==> src/rtl/blu_defines.vh <==
// Constants for the brightness limit unit: codes, widths and reset values.
// Assumes inclusion by bare name from the rtl folder.
`ifndef BLU_DEFINES_VH
`define BLU_DEFINES_VH

`define BLU_NUM_LIMITS     3
`define BLU_VAL_W          16
`define BLU_FUNC_SWITCH    2'h0
`define BLU_FUNC_LEVEL     2'h1
`define BLU_FUNC_SCENE     2'h2
`define BLU_TEACH_ON_ONE   2'h0
`define BLU_TEACH_ON_ZERO  2'h1
`define BLU_TEACH_ON_BOTH  2'h2
`define BLU_SRC_CONFIG     2'h0
`define BLU_SRC_PRESET     2'h1
`define BLU_SRC_TAUGHT     2'h2
`define BLU_LEVEL_MAX      8'h64
`define BLU_SCENE_MAX      8'h40
`define BLU_ZONE_MID       2'h0
`define BLU_ZONE_ABOVE     2'h1
`define BLU_ZONE_BELOW     2'h2
`define BLU_FB_DELAY_RST   16'h0000

`endif

==> src/rtl/blu_evaluator.v <==
// Brightness limit unit: up to three limits with hysteresis, preset, teach and feedback.
// Assumes all inputs synchronous to i_sys_clk; stored limits survive bus loss because
// i_bus_return only re-arms feedback and never clears them; i_rst_n is power-on only.
`include "blu_defines.vh"
`default_nettype none

module blu_evaluator #(
  parameter N     = `BLU_NUM_LIMITS,
  parameter VAL_W = `BLU_VAL_W,
  parameter DLY_W = 16
) (
  // Clock and reset
  input  wire               i_sys_clk,
  input  wire               i_rst_n,
  // Measured brightness
  input  wire [VAL_W-1:0]   i_brightness,
  input  wire               i_bright_valid,
  // System events
  input  wire               i_reprogram,
  input  wire               i_bus_return,
  input  wire               i_disable,
  // Configuration
  input  wire [1:0]         i_num_active,
  input  wire [N*VAL_W-1:0] i_cfg_limit,
  input  wire [N*VAL_W-1:0] i_cfg_hyst,
  input  wire [N-1:0]       i_limit_is_upper,
  input  wire [N-1:0]       i_send_above,
  input  wire [N-1:0]       i_send_below,
  input  wire [N*2-1:0]     i_func,
  input  wire [N*8-1:0]     i_val_above,
  input  wire [N*8-1:0]     i_val_below,
  input  wire [N*2-1:0]     i_teach_mode,
  input  wire               i_overwrite_on_prog,
  input  wire [N-1:0]       i_fb_active,
  input  wire [DLY_W-1:0]   i_fb_delay,
  // External preset and teach objects
  input  wire [N-1:0]       i_preset_wr,
  input  wire [N*VAL_W-1:0] i_preset_val,
  input  wire [N-1:0]       i_teach_wr,
  input  wire [N-1:0]       i_teach_bit,
  // Output telegrams
  output wire [N-1:0]       o_send,
  output wire [N*2-1:0]     o_kind,
  output wire [N*8-1:0]     o_data,
  // Effective limit feedback and evaluation status
  output reg  [N*VAL_W-1:0] o_eff_limit,
  output reg  [N*2-1:0]     o_limit_src,
  output reg  [N-1:0]       o_fb_send,
  output reg                o_evaluating
);
  reg [DLY_W-1:0] fb_cnt;
  reg             fb_wait;

  // Feedback delay after bus return or reprogramming is shared by all limits.
  always @(posedge i_sys_clk or negedge i_rst_n) begin
    if (!i_rst_n) begin
      fb_cnt  <= `BLU_FB_DELAY_RST;
      fb_wait <= 1'b0;
    end else if (i_bus_return || i_reprogram) begin
      fb_cnt  <= i_fb_delay;
      fb_wait <= 1'b1;
    end else if (fb_wait && fb_cnt != {DLY_W{1'b0}}) begin
      fb_cnt <= fb_cnt - {{(DLY_W-1){1'b0}}, 1'b1};
    end else begin
      fb_wait <= 1'b0;
    end
  end

  wire fb_due;
  assign fb_due = fb_wait && (fb_cnt == {DLY_W{1'b0}});

  always @(posedge i_sys_clk or negedge i_rst_n) begin
    if (!i_rst_n) begin
      o_evaluating <= 1'b0;
    end else begin
      o_evaluating <= !i_disable && (i_num_active != 2'h0);
    end
  end

  genvar g;
  generate
    for (g = 0; g < N; g = g + 1) begin : g_lim
      wire [VAL_W-1:0] cfg_lim;
      wire [VAL_W-1:0] upper;
      wire [VAL_W-1:0] lower;
      wire [VAL_W-1:0] cur_lim;
      wire [1:0]       tmode;
      wire             teach_act;
      wire             teach_rst;
      wire             enabled;
      reg  [1:0]       zone;
      reg  [1:0]       next_zone;
      reg              fire;
      reg              fire_above;
      reg              chg;
      reg              prog_seen;

      assign cfg_lim = i_cfg_limit[g*VAL_W +: VAL_W];
      assign tmode   = i_teach_mode[g*2 +: 2];
      assign enabled = (g < i_num_active);
      assign teach_act = i_teach_wr[g] &&
                         ((tmode == `BLU_TEACH_ON_BOTH) ||
                          (tmode == `BLU_TEACH_ON_ONE  &&  i_teach_bit[g]) ||
                          (tmode == `BLU_TEACH_ON_ZERO && !i_teach_bit[g]));
      assign teach_rst = i_teach_wr[g] && !teach_act;
      // Until an external limit exists the configured one is evaluated.
      assign cur_lim = (o_limit_src[g*2 +: 2] == `BLU_SRC_CONFIG) ? cfg_lim :
                       o_eff_limit[g*VAL_W +: VAL_W];

      // Thresholds follow the current limit combinationally, so any new limit
      // takes effect on the next compare.
      blu_thresholds #(
        .VAL_W (VAL_W)
      ) u_thr (
        .i_limit          (cur_lim),
        .i_hyst           (i_cfg_hyst[g*VAL_W +: VAL_W]),
        .i_limit_is_upper (i_limit_is_upper[g]),
        .o_upper          (upper),
        .o_lower          (lower)
      );

      // Limit source; preset and teach are taken whether disabled or not.
      always @(posedge i_sys_clk or negedge i_rst_n) begin
        if (!i_rst_n) begin
          o_limit_src[g*2 +: 2] <= `BLU_SRC_CONFIG;
          o_eff_limit[g*VAL_W +: VAL_W] <= {VAL_W{1'b0}};
          prog_seen <= 1'b0;
          chg <= 1'b0;
        end else begin
          chg <= 1'b0;
          prog_seen <= 1'b1;
          if (teach_act) begin
            o_limit_src[g*2 +: 2] <= `BLU_SRC_TAUGHT;
            o_eff_limit[g*VAL_W +: VAL_W] <= i_brightness;
            chg <= 1'b1;
          end else if (teach_rst) begin
            o_limit_src[g*2 +: 2] <= `BLU_SRC_CONFIG;
            o_eff_limit[g*VAL_W +: VAL_W] <= cfg_lim;
            chg <= 1'b1;
          end else if (i_preset_wr[g]) begin
            o_limit_src[g*2 +: 2] <= `BLU_SRC_PRESET;
            o_eff_limit[g*VAL_W +: VAL_W] <= i_preset_val[g*VAL_W +: VAL_W];
            chg <= 1'b1;
          end else if (i_reprogram && (i_overwrite_on_prog ||
                       o_limit_src[g*2 +: 2] == `BLU_SRC_CONFIG)) begin
            o_limit_src[g*2 +: 2] <= `BLU_SRC_CONFIG;
            o_eff_limit[g*VAL_W +: VAL_W] <= cfg_lim;
          end else if (!prog_seen ||
                       o_limit_src[g*2 +: 2] == `BLU_SRC_CONFIG) begin
            o_eff_limit[g*VAL_W +: VAL_W] <= cfg_lim;
          end
        end
      end

      // Zone tracking with hysteresis; a telegram leaves only on zone entry.
      always @* begin
        next_zone  = zone;
        fire       = 1'b0;
        fire_above = 1'b0;
        if (i_bright_valid && enabled && !i_disable) begin
          if (i_brightness > upper && zone != `BLU_ZONE_ABOVE) begin
            next_zone  = `BLU_ZONE_ABOVE;
            fire       = i_send_above[g];
            fire_above = 1'b1;
          end else if (i_brightness < lower && zone != `BLU_ZONE_BELOW) begin
            next_zone = `BLU_ZONE_BELOW;
            fire      = i_send_below[g];
          end
        end
      end

      always @(posedge i_sys_clk or negedge i_rst_n) begin
        if (!i_rst_n) begin
          zone <= `BLU_ZONE_MID;
        end else if (i_disable || !enabled || i_reprogram) begin
          zone <= `BLU_ZONE_MID;
        end else begin
          zone <= next_zone;
        end
      end

      blu_telegram u_tel (
        .i_sys_clk   (i_sys_clk),
        .i_rst_n     (i_rst_n),
        .i_fire      (fire),
        .i_above     (fire_above),
        .i_func      (i_func[g*2 +: 2]),
        .i_val_above (i_val_above[g*8 +: 8]),
        .i_val_below (i_val_below[g*8 +: 8]),
        .o_send      (o_send[g]),
        .o_kind      (o_kind[g*2 +: 2]),
        .o_data      (o_data[g*8 +: 8])
      );

      // Feedback pulse, one cycle after a teach or preset write changed the limit register, or when the shared feedback delay expires.
      always @(posedge i_sys_clk or negedge i_rst_n) begin
        if (!i_rst_n) begin
          o_fb_send[g] <= 1'b0;
        end else begin
          o_fb_send[g] <= i_fb_active[g] && enabled && (chg || fb_due);
        end
      end
    end
  endgenerate
endmodule // blu_evaluator

`default_nettype wire

==> src/rtl/blu_telegram.v <==
// Output telegram encoder for one limit: selects switch, level or scene payload.
// Assumes event pulses come from the evaluator and payload settings are static.
`include "blu_defines.vh"
`default_nettype none

module blu_telegram (
  // Clock and reset
  input  wire       i_sys_clk,
  input  wire       i_rst_n,
  // Event
  input  wire       i_fire,
  input  wire       i_above,
  // Configuration
  input  wire [1:0] i_func,
  input  wire [7:0] i_val_above,
  input  wire [7:0] i_val_below,
  // Telegram
  output reg        o_send,
  output reg  [1:0] o_kind,
  output reg  [7:0] o_data
);
  reg [7:0] pick;
  reg [7:0] next_data;

  always @* begin
    pick = i_above ? i_val_above : i_val_below;
    case (i_func)
      `BLU_FUNC_SWITCH: next_data = {7'h00, pick[0]};
      `BLU_FUNC_LEVEL:  next_data = (pick > `BLU_LEVEL_MAX) ? `BLU_LEVEL_MAX : pick;
      `BLU_FUNC_SCENE:  next_data = (pick > `BLU_SCENE_MAX) ? `BLU_SCENE_MAX : pick;
      default:          next_data = 8'h00;
    endcase
  end

  always @(posedge i_sys_clk or negedge i_rst_n) begin
    if (!i_rst_n) begin
      o_send <= 1'b0;
      o_kind <= 2'h0;
      o_data <= 8'h00;
    end else begin
      o_send <= i_fire;
      if (i_fire) begin
        o_kind <= i_func;
        o_data <= next_data;
      end
    end
  end
endmodule // blu_telegram

`default_nettype wire

==> src/rtl/blu_thresholds.v <==
// Threshold derivation for one limit: limit plus or minus the fixed hysteresis.
// Assumes limit and hysteresis are unsigned codes of monotonic brightness scale.
`default_nettype none

module blu_thresholds #(
  parameter VAL_W = 16
) (
  // Inputs
  input  wire [VAL_W-1:0] i_limit,
  input  wire [VAL_W-1:0] i_hyst,
  input  wire             i_limit_is_upper,
  // Outputs
  output wire [VAL_W-1:0] o_upper,
  output wire [VAL_W-1:0] o_lower
);
  wire [VAL_W:0] sum;
  wire [VAL_W:0] dif;

  assign sum = {1'b0, i_limit} + {1'b0, i_hyst};
  assign dif = {1'b0, i_limit} - {1'b0, i_hyst};
  // Results saturate so that a large hysteresis cannot wrap the scale.
  assign o_upper = i_limit_is_upper ? i_limit :
                   (sum[VAL_W] ? {VAL_W{1'b1}} : sum[VAL_W-1:0]);
  assign o_lower = i_limit_is_upper ?
                   (dif[VAL_W] ? {VAL_W{1'b0}} : dif[VAL_W-1:0]) : i_limit;
endmodule // blu_thresholds

`default_nettype wire

==> config.mk <==
export PLATFORM = sky130hd
export DESIGN_NAME = blu_evaluator
export DESIGN_NICKNAME = d
export VERILOG_FILES = /design/src/rtl/blu_evaluator.v /design/src/rtl/blu_telegram.v /design/src/rtl/blu_thresholds.v
export VERILOG_INCLUDE_DIRS = /design/src /design/src/rtl
export SDC_FILE = /design/constraint.sdc
export NUM_CORES = 1
export LEC_CHECK = 0
export ABC_AREA = 1
export BUFFER_PORTS_ARGS = -buffer_cell sky130_fd_sc_hd__buf_2
export CAP_MARGIN = 25
export CORE_ASPECT_RATIO = 0.5
export CORE_UTILIZATION = 40
export DETAILED_ROUTE_END_ITERATION = 10
export GPL_ROUTABILITY_DRIVEN = 0
export GPL_TIMING_DRIVEN = 0
export MAX_ROUTING_LAYER = met4
export SYNTH_ARGS = -nofsm -noshare
export SYNTH_HDL_FRONTEND = slang
export SYNTH_HIERARCHICAL = 1
export SYNTH_SLANG_ARGS = --single-unit
==> constraint.sdc <==
create_clock -name i_sys_clk -period 8.55 [get_ports i_sys_clk]
set_input_delay 1.71 -clock i_sys_clk [delete_from_list [all_inputs] [get_ports i_sys_clk]]
set_output_delay 1.71 -clock i_sys_clk [all_outputs]
set_load 0.02 [all_outputs]
==> results of run 1 <==
synthesized netlist by cell type (2+ instances only):
library cell  count
nand2_1         891
inv_1           494
nor2_1          287
ha_1            193
a21oi_1         140
o21ai_0         132
nand3_1         122
dfrtp_1         118
o211ai_1         66
xor2_1           49
nand2_2          46
o21ai_2          40
inv_2            34
buf_2            33
a31oi_1          29
nand4_1          26
nor3_1           19
clkbuf_1         18
nor2_2           17
a21oi_2          14
buf_4            14
buf_6            12
o21ai_1          12
o22ai_1          12
and2_1           11
o21bai_1         11
or2_2            10
a21o_1            7
fa_1              6
nand3_2           6
nand2_4           4
nand3b_1          4
nor4_1            4
o22ai_2           4
xnor2_1           4
clkinv_1          3
a22oi_1           2
buf_12            2
or2_1             2
state kept, by name (all words and copies together), names as in the netlist, 6 cells and up:
signal	count
g_lim.u_tel/o_data	24
o_limit_src	6
g_lim.zone	6
g_lim.u_tel/o_kind	6
o_eff_limit	48
fb_cnt	16
cell type report:
class,count,area share
multi-input combinational,2179,0.5802
tap,577,0.03509
clock buffer,23,0.02275
inverter,531,0.09688
timing repair buffer,360,0.08922
sequential,118,0.1435
buffer,79,0.02493
clock inverter,8,0.006021
antenna,11,0.001338
routing by layer:
metal | up-vias | GRT usage | routed length [um]
li1 | 9901 | - | -
met1 | 8972 | 0.3859 | 29540
met2 | 566 | 0.4629 | 29320
met3 | 92 | 0.02933 | 3377
met4 | 0 | 0.09613 | 1759
met5 | - | - | 0
worst min-delay path by stage:
stage | start | end | slack [ns] | cells after the start
final | g_lim[0].u_tel/o_data[0] | g_lim[0].u_tel/o_data[0] | 0.48 | 2
after global routing | g_lim[0].chg | o_fb_send[0] | 0.50 | 2
after CTS | g_lim[0].u_tel/o_data[0] | g_lim[0].u_tel/o_data[0] | 0.48 | 2
after detailed placement | g_lim[0].u_tel/o_data[0] | g_lim[0].u_tel/o_data[0] | 0.46 | 2
after global placement | g_lim[0].u_tel/o_data[5] | g_lim[0].u_tel/o_data[5] | 0.46 | 2
after floorplan | g_lim[1].chg | o_fb_send[1] | 0.47 | 2
worst max-delay path, delay by kind of cell:
kind | cells | cell delay, ns
buffers and inverters | 9 | 1.19
AO/OA/AOI/OAI | 3 | 1.26
adder cells (fa/ha/maj) | 2 | 0.74
AND/OR/NAND/NOR | 22 | 2.34
cells by family (layout without fill, tap and decap cells):
family                   count (synthesis)  count (layout)  synth area share
other                                    1              12         0.0002156
AO/OA/AOI/OAI                          472             472            0.1656
adder cells (fa/ha/maj)                199             199            0.1457
buffers and inverters                  610            1001            0.1441
AND/OR/NAND/NOR                       1454            1454            0.3480
XOR/XNOR                                53              53           0.02668
flip-flops                             118             118            0.1697
through the flow:
| stage | std cells | total power [W] |
|---|---|---|
| 6_report | 3886 | 0.003507 |
| 2_1_floorplan | 2907 | 0.002120 |
| 3_5_place_dp | 3842 | 0.002741 |
| 4_1_cts | 3873 | 0.003492 |
| 5_1_grt | 3885 | 0.003788 |
| 3_3_place_gp | 3840 | 0.002716 |
report_power, final:
part	internal [W]	switching [W]	total (W)
combinational	0.000695	0.00135	0.00205
sequential	0.000652	0.0000648	0.000717
clock	0.000470	0.000273	0.000743
total	0.00182	0.00169	0.00351
==> impl_results.md, run 1 <==
- Worst vdd ir: 0.0001187 V
- CP max stage cell: o21ai_0
- Post-synth top area share: 0.1922
- Vias in the first global route: 17,600
- Die height: 149.5 um
- Critical path peak fanout: 10
- Input/output buffers: 356
- Clk Latency, worst-skew pair: 0.45 ns
- Crit path required time: 8.95 ns
- Clk buf depth: 2
- DRC: 0
- Tightest Pin Transition: 1.104 ns
- Dpl ws: 1.328 ns
- CP startpoint: i_cfg_limit[20]
- Syn avg cell area: 5.984 sq um
- Hold slack: 0.4761 ns
- Clock Sink Count: 118
- Final-report setup violation count: 0
- Slew margin rel.: 0.2562
- Largest net degree at the start of global routing: 77
- Initial antenna violation count: 11
- Critical path's largest stage delay: 0.85 ns
- Most frequent cells in the layout: nand2_1 (891), inv_1 (494), buf_2 (389), nor2_1 (287), ha_1 (193)
- Initial drt markers: 1,701
- Crit path to: g_lim[1].u_tel/o_data[5]
- Outcome: finished clean
- FF-to-FF path depth: 37
- Worst EP arrival: 7.26 ns
- Via density: 5.026
- Area of the multi-input gates: 0.01194 sq mm
- IO Count: 357
- GRT Util Overall: 0.2902
- Post_cts resized: 0
- Synth Net Count: 3,372
- Synth warnings: 6
- Post-layout minimum cycle time: 6.868 ns
- Nets: 3,751
- Main synth FF type: dfrtp_1
- Leakage Power: 12.00 nW
- FP Rows: 53
- Post-synth cell types: 48
- H-tree depth: 4
- Global route total overflow: 0
- R2r setup slk: 2.05 ns
- Post-DP Area: 0.01994 sq mm
- CP Capture Type: flop
- Post-synth top area cell: nand2_1
- Synth Register Bits: 118
- CTS buffer count: 17
- Cell area after synthesis: 0.01740 sq mm
- Chip width: 296.9 um
- Final Cell Area: 0.02057 sq mm
- EDFF count, synth: 0
- Synth top area cells: nand2_1 (19%), dfrtp_1 (17%), ha_1 (14%), inv_1 (11%), nor2_1 (6.2%)
- Commonest non-fill, non-tap cell in the layout: nand2_1
- First-pass GRT wire length: 97,400 um
- Reg2reg start: o_limit_src[2]
- Initial Util: 0.4099
- FF-to-FF End: g_lim[1].u_tel/o_data[5]
- FF+latch area: 0.002953 sq mm
- Routed wire length per instance: 16.47 um
- Antenna viol nets, final: 0
- Fin crit share: 0.8033
- CTS tree: yes
- Layout cells sized above 1: 0.1910
- Post-route setup slack: 1.682 ns
- Root buffer cell: clkbuf_16
- Core region area: 0.04244 sq mm
- Final TNS setup: 0 ns
- Setup repair after global routing missed its margin: false
- Max Freq: 0.1456 GHz
- Max-slew violations: 0
- Seq/Total Area, Yosys: 0.1697
- Max-cap violations: 0
- Post-DP HPWL: 53,300 um
- Post-Synthesis Cells: 2,907
- Clk slew on worst S/H paths: 0.06 ns
- Crit start category: input port
- Power Dens Cells: 170.5 mW/mm^2
- Filler cells: 4,601
- Share of synthesized registers carrying an async set or reset: 1.000
- Full die area: 0.04438 sq mm
- P&R area growth vs syn: 18.26%
- Post-CTS setup buffers: 0
- DRT Pass-1 Iters: 6
- Critical Path Most Common Cell: nand2_1
- Hold-fix buffers at CTS: 0
- WS Path Type: input port to flop
- DRT Wirelength: 63,990 um
- Worst clock skew: 0.01706 ns
- Final Hold Viols: 0
- Via count: 19,530
- HP Class: flop to flop
- Core Util, Final: 0.4848
No activity file was read; power rests on OpenSTA's default activity.
==> inputs of run 2 (changes only) <==
==> constraint.sdc (replaced) <==
create_clock -name i_sys_clk -period 6.1 [get_ports i_sys_clk]
set_input_delay 1.22 -clock i_sys_clk [delete_from_list [all_inputs] [get_ports i_sys_clk]]
set_output_delay 1.22 -clock i_sys_clk [all_outputs]
set_load 0.02 [all_outputs]
==> run 2 against run 1 <==
Against the previous run:
- sequential power grew 41%
- routed wire length grew 0.10%
- worst hold slack about the same
- cell count barely moved
- clock-buffer cell count is the same
- clock power up 40%
- non-clock buffer count decreased by 2
- core utilization up 0.053 points
- global-route usage about the same
- highest routed layer unchanged
==> impl_results.md, run 2 (synthesized netlist as in run 1, its figures left out) <==
- Outcome: finished clean
- Post-layout minimum cycle time: 5.731 ns
- Hold-fix buffers at CTS: 0 (unchanged)
- First-pass GRT wire length: 97,390 um (about the same)
- CTS buffer count: 17 (unchanged)
- Layout cells sized above 1: 0.1948 (+0.003757)
- Largest net degree at the start of global routing: 77 (unchanged)
- Largest register FFs: 48 (unchanged)
- Initial antenna violation count: 11 (unchanged)
- Post-route setup slack: 0.3693 ns (-1.313 ns)
- Total power: 0.004932 W (+41%)
- Worst clock skew: 0.01557 ns (-0.001491 ns)
- Die height: 149.5 um (unchanged)
- IO Count: 357 (unchanged)
- Area of the multi-input gates: 0.01197 sq mm (+0.25%)
- Initial Util: 0.4099 (unchanged)
- Crit start category: flop
- Vias in the first global route: 17,600 (unchanged)
- Hold slack: 0.4763 ns (+0.0001650 ns)
- Root buffer cell: clkbuf_16
- Final TNS setup: 0 ns (unchanged)
- P&R area growth vs syn: 18.39%
- Clock Sink Count: 118 (unchanged)
- Critical Path Most Common Cell: nand2_1
- Finished Layout Cells: 3,884 (-0.051%)
- Slew margin rel.: 0.4017 (+0.1454)
- Nets: 3,749 (-0.053%)
- FP Rows: 53 (unchanged)
- Critical path peak fanout: 10 (unchanged)
- Routed wire length per instance: 16.49 um (+0.15%)
- H-tree depth: 4 (unchanged)
- Initial drt markers: 1,719 (+1.1%)
- Critical path's largest stage delay: 0.70 ns (-0.15 ns)
- Max Freq: 0.1745 GHz
- CP Capture Type: flop
- Via density: 5.041 (+0.30%)
- Input/output buffers: 356 (unchanged)
- Clk slew on worst S/H paths: 0.06 ns (about the same)
- Placed cell count: 3,842 (unchanged)
- HP Class: flop to flop
- Filler cells: 4,598 (-0.065%)
- Commonest non-fill, non-tap cell in the layout: nand2_1
- Leakage Power: 12.02 nW (+0.13%)
- Crit path required time: 6.50 ns (-2.45 ns)
- FF+latch area: 0.002953 sq mm (unchanged)
- Biggest regs: o_eff_limit x48, g_lim.u_tel/o_data x24, fb_cnt x16
- DRC: 0 (unchanged)
- CP max stage cell: o21ai_0
- Via count: 19,580 (+0.25%)
- Tightest Pin Transition: 0.8881 ns (-0.2159 ns)
- Most frequent cells in the layout: nand2_1 (891), inv_1 (494), buf_2 (389), nor2_1 (285), ha_1 (193)
- Final-report setup violation count: 0 (unchanged)
- Reg with most FFs: o_eff_limit
- Fin crit share: 0.9395
- Max-slew violations: 0 (unchanged)
- DRT Wirelength: 64,060 um (+0.10%)
- Antenna viol nets, final: 0 (unchanged)
- Chip width: 296.9 um (unchanged)
- Core region area: 0.04244 sq mm (unchanged)
- Post-DP HPWL: 53,300 um (unchanged)
- Power Dens Cells: 239.4 mW/mm^2 (+40%)
- Dpl ws: -0.6323 ns (-1.960 ns)
- Full die area: 0.04438 sq mm (unchanged)
- DRT Pass-1 Iters: 6 (unchanged)
- WS Path Type: flop to flop
- Clk Latency, worst-skew pair: 0.46 ns (about the same)
- Global route total overflow: 0 (unchanged)
- Worst vdd ir: 0.0001686 V (+42%)
- Clk buf depth: 2 (unchanged)
- CTS tree: yes
- Max-cap violations: 0 (unchanged)
- Worst EP arrival: 6.13 ns (-1.13 ns)
- Final Hold Viols: 0 (unchanged)
- GRT Util Overall: 0.2901 (about the same)
## run 2: changes by cell type in the layout (fill, tap and decap cells not counted), sizes merged
cell    delta
clkbuf     -2
clkinv     -2
inv        +2
## run 2: area by class of cell
cell class / instances / area share
well taps: 577 / 0.03505
clock inverters: 8 / 0.006014
flip-flops and latches: 118 / 0.1434
diodes: 11 / 0.001336
inverters: 531 / 0.09677
multi-input cells: 2179 / 0.5811
clock buffers: 23 / 0.02272
repair buffers: 358 / 0.08839
plain buffers: 79 / 0.02527
## run 2: critical path: cells and delay by family (launching register included)
| family | cells | cell delay (ns) |
|---|---|---|
| and+or+nand+nor | 20 | 2.21 |
| DFF | 1 | 0.38 |
| buffers and inverters | 8 | 1.08 |
| adders and majority gates | 2 | 0.48 |
| AOI/OAI and AO/OA | 4 | 1.52 |
## run 2: per-stage QoR
stage | instance area [sq um] | util
after global routing | 20590 | 0.4852
after CTS | 20530 | 0.4838
after global placement | 19900 | 0.4689
after detailed placement | 19940 | 0.4698
final | 20600 | 0.4853
after floorplan | 17400 | -
## run 2: worst paths after layout
path | from | to | cells after the start | slack [ns]
min in group asynchronous | i_rst_n | o_limit_src[2] | 1 | 0.69
hold / removal | g_lim[0].u_tel/o_data[0] | g_lim[0].u_tel/o_data[0] | 2 | 0.48
setup reg to reg | o_limit_src[2] | g_lim[1].u_tel/o_data[5] | 34 | 0.37
max in group asynchronous | i_rst_n | o_eff_limit[36] | 2 | 4.62
hold reg to reg | g_lim[0].u_tel/o_data[0] | g_lim[0].u_tel/o_data[0] | 2 | 0.48
setup / recovery | o_limit_src[2] | g_lim[1].u_tel/o_data[5] | 34 | 0.37
## run 2: power by group
part	total, W	leakage (nW)	switching, W	internal (W)
Combinational	0.00288	10.3	0.00191	0.000978
Sequential	0.00101	1.44	0.0000915	0.000915
Clock	0.00104	0.283	0.000383	0.000659
## run 2: repair_timing
| item | 4_1_cts | 5_1_grt |
|---|---|---|
| resized for setup | 21 | 41 |
| setup endpoints to repair | 17 | 26 |
| setup buffers | 0 | 0 |
## run 2: routing by layer
metal  routed length, um  track usage
met5                   0            -
met4                1840      0.09613
met3                3709      0.02933
met2               29150       0.4627
met1               29360       0.3859
==> inputs of run 3 (changes only) <==
--- a/config.mk
+++ b/config.mk
@@ -11,6 +11,7 @@
 export CAP_MARGIN = 25
 export CORE_ASPECT_RATIO = 0.5
 export CORE_UTILIZATION = 40
+export CTS_BUF_LIST = sky130_fd_sc_hd__clkbuf_8
 export DETAILED_ROUTE_END_ITERATION = 10
 export GPL_ROUTABILITY_DRIVEN = 0
 export GPL_TIMING_DRIVEN = 0
==> run 3 against run 2 <==
Against the previous run:
- worst hold slack improved by 0.0033 ns
- largest cell class unchanged
- cell count about the same
- non-clock buffer count unchanged
- combinational power about the same
- clock power decreased by 27%
- critical path type unchanged
- register-to-register slack improved by 0.06 ns
- cell area decreased by 0.95%
- clock-buffer cell count decreased by 4
- die area unchanged
- global-route usage decreased by 0.078 points
- flip-flop and latch count unchanged
- sequential share of layout area increased by 0.14 points
==> impl_results.md, run 3 (synthesized netlist as in run 1, its figures left out) <==
- Commonest non-fill, non-tap cell in the layout: nand2_1
- HP Class: flop to flop
- Critical Path Most Common Cell: nand2_1
- Root buffer cell: clkbuf_8
- Core Util, Final: 0.4807 (-0.004599)
- Leakage Power: 11.95 nW (-0.58%)
- Worst vdd ir: 0.0001091 V (-35%)
- Critical path's largest stage delay: 0.46 ns (-0.24 ns)
- Max-slew violations: 0 (unchanged)
- Final TNS setup: 0 ns (unchanged)
- Post-CTS setup buffers: 0 (unchanged)
- Clk slew on worst S/H paths: 0.07 ns (about the same)
- Vias in the first global route: 17,600 (-0.011%)
- Initial Util: 0.4099 (unchanged)
- R2r setup slk: 0.43 ns (+0.06 ns)
- DRC: 0 (unchanged)
- Initial drt markers: 1,680 (-2.3%)
- Initial antenna violation count: 7 (-4)
- Reg with most FFs: o_eff_limit
- Worst EP arrival: 6.09 ns (-0.04 ns)
- Placed cell count: 3,842 (unchanged)
- Largest register FFs: 48 (unchanged)
- Layout cells sized above 1: 0.1951 (+0.0003034)
- Die height: 149.5 um (unchanged)
- Full die area: 0.04438 sq mm (unchanged)
- Core region area: 0.04244 sq mm (unchanged)
- CP Capture Type: flop
- Tightest Pin Transition: 0.8883 ns (+0.0002254 ns)
- First-pass GRT wire length: 97,510 um (+0.12%)
- Power Dens Cells: 227.4 mW/mm^2 (-5.0%)
- Fin crit share: 0.9294 (-0.01005)
- Max-cap violations: 0 (unchanged)
- Largest net degree at the start of global routing: 77 (unchanged)
- FP Rows: 53 (unchanged)
- Crit start category: flop
- Routed wire length per instance: 16.45 um (-0.25%)
- Final-report setup violation count: 0 (unchanged)
- H-tree depth: 4 (unchanged)
- Post-layout minimum cycle time: 5.669 ns (-0.06130 ns)
- GRT Util Overall: 0.2894 (-0.0007770)
- DRT Pass-1 Iters: 5 (-1)
- Clk Latency, worst-skew pair: 0.48 ns (+0.02 ns)
- WS Path Type: flop to flop
- Global route total overflow: 0 (unchanged)
- Max Freq: 0.1764 GHz (+1.1%)
- Chip width: 296.9 um (unchanged)
- P&R area growth vs syn: 17.27%
- Clock Sink Count: 118 (unchanged)
- Final Hold Viols: 0 (unchanged)
- CTS tree: yes
- Most frequent cells in the layout: nand2_1 (891), inv_1 (498), buf_2 (389), nor2_1 (285), ha_1 (193)
- Hold slack: 0.4796 ns (+0.003263 ns)
- CP max stage cell: clkbuf_1
- Finished Layout Cells: 3,881 (-0.077%)
- Outcome: finished clean
- DRT Wirelength: 63,850 um (-0.32%)
- IO Count: 357 (unchanged)
- Post-DP HPWL: 53,300 um (unchanged)
- Slew margin rel.: 0.4015 (about the same)
- Via density: 5.025 (-0.32%)
- Via count: 19,500 (-0.40%)
- Crit path required time: 6.52 ns (+0.02 ns)
- CTS buffer count: 17 (unchanged)
- Critical path peak fanout: 10 (unchanged)
- Biggest regs: o_eff_limit x48, g_lim.u_tel/o_data x24, fb_cnt x16
- Input/output buffers: 356 (unchanged)
- Antenna viol nets, final: 0 (unchanged)
- Nets: 3,749 (unchanged)
- Worst clock skew: 0.01556 ns (-0.00001030 ns)
- Clk buf depth: 2 (unchanged)
-- run 3: worst paths after layout --
path | startpoint | to | depth (start not counted)
max | o_limit_src[3] | g_lim[1].u_tel/o_data[5] | 34
min | g_lim[0].u_tel/o_data[0] | g_lim[0].u_tel/o_data[0] | 2
max reg2reg | o_limit_src[3] | g_lim[1].u_tel/o_data[5] | 34
min reg2reg | g_lim[0].u_tel/o_data[0] | g_lim[0].u_tel/o_data[0] | 2
max in group asynchronous | i_rst_n | o_eff_limit[37] | 2
min in group asynchronous | i_rst_n | o_limit_src[2] | 1
-- run 3: critical path: cells and delay by family (launching register included) --
family | cells | cell delay [ns]
fa+ha+maj | 2 | 0.62
flops | 1 | 0.36
compound gates | 4 | 1.15
simple gates | 20 | 2.27
buf+inv | 8 | 1.20
-- run 3: cell type report --
type / instances / area [sq um]
inverter: 531 / 1993
clock buffer: 19 / 261.5
antenna: 8 / 20.02
buffer: 79 / 520.5
tap: 577 / 721.9
fill: 4633 / 22040
sequential: 118 / 2953
multi-input combinational: 2179 / 11970
timing repair buffer: 358 / 1821
clock inverter: 12 / 138.9
-- run 3: power by group --
group	total, W	internal [W]	leakage, nW	switching [W]
logic	0.00288	0.000978	10.3	0.00190
clock network	0.000755	0.000416	0.213	0.000339
registers	0.00100	0.000913	1.44	0.0000912
total	0.00464	0.00231	11.9	0.00233
-- run 3: per-layer routing --
| metal | wire, um | track usage | part of all wire | up-vias |
|---|---|---|---|---|
| met5 | 0 | - | 0 | - |
| met4 | 1671 | 0.08247 | 0.026 | 0 |
| met3 | 3615 | 0.02744 | 0.057 | 86 |
| met2 | 29160 | 0.4665 | 0.46 | 597 |
| met1 | 29410 | 0.3869 | 0.46 | 8913 |
| li1 | - | - | - | 9906 |
-- run 3: stage by stage --
stage	power, W	cell area (sq um)	setup slack (ns)
2_1_floorplan	0.002971	17400	0.9228
3_3_place_gp	0.003807	19900	-0.9079
3_5_place_dp	0.003842	19940	-0.6323
4_1_cts	0.004612	20340	0.002155
5_1_grt	0.005034	20400	-0.01118
6_report	0.004639	20400	0.4306
-- run 3: repair_timing --
item | 4_1_cts | 5_1_grt
pin swaps | 0 | 0
setup endpoints to repair | 17 | 26
hold endpoints to repair | 0 | 0
hold buffers | 0 | 0
gates resized for setup | 21 | 43
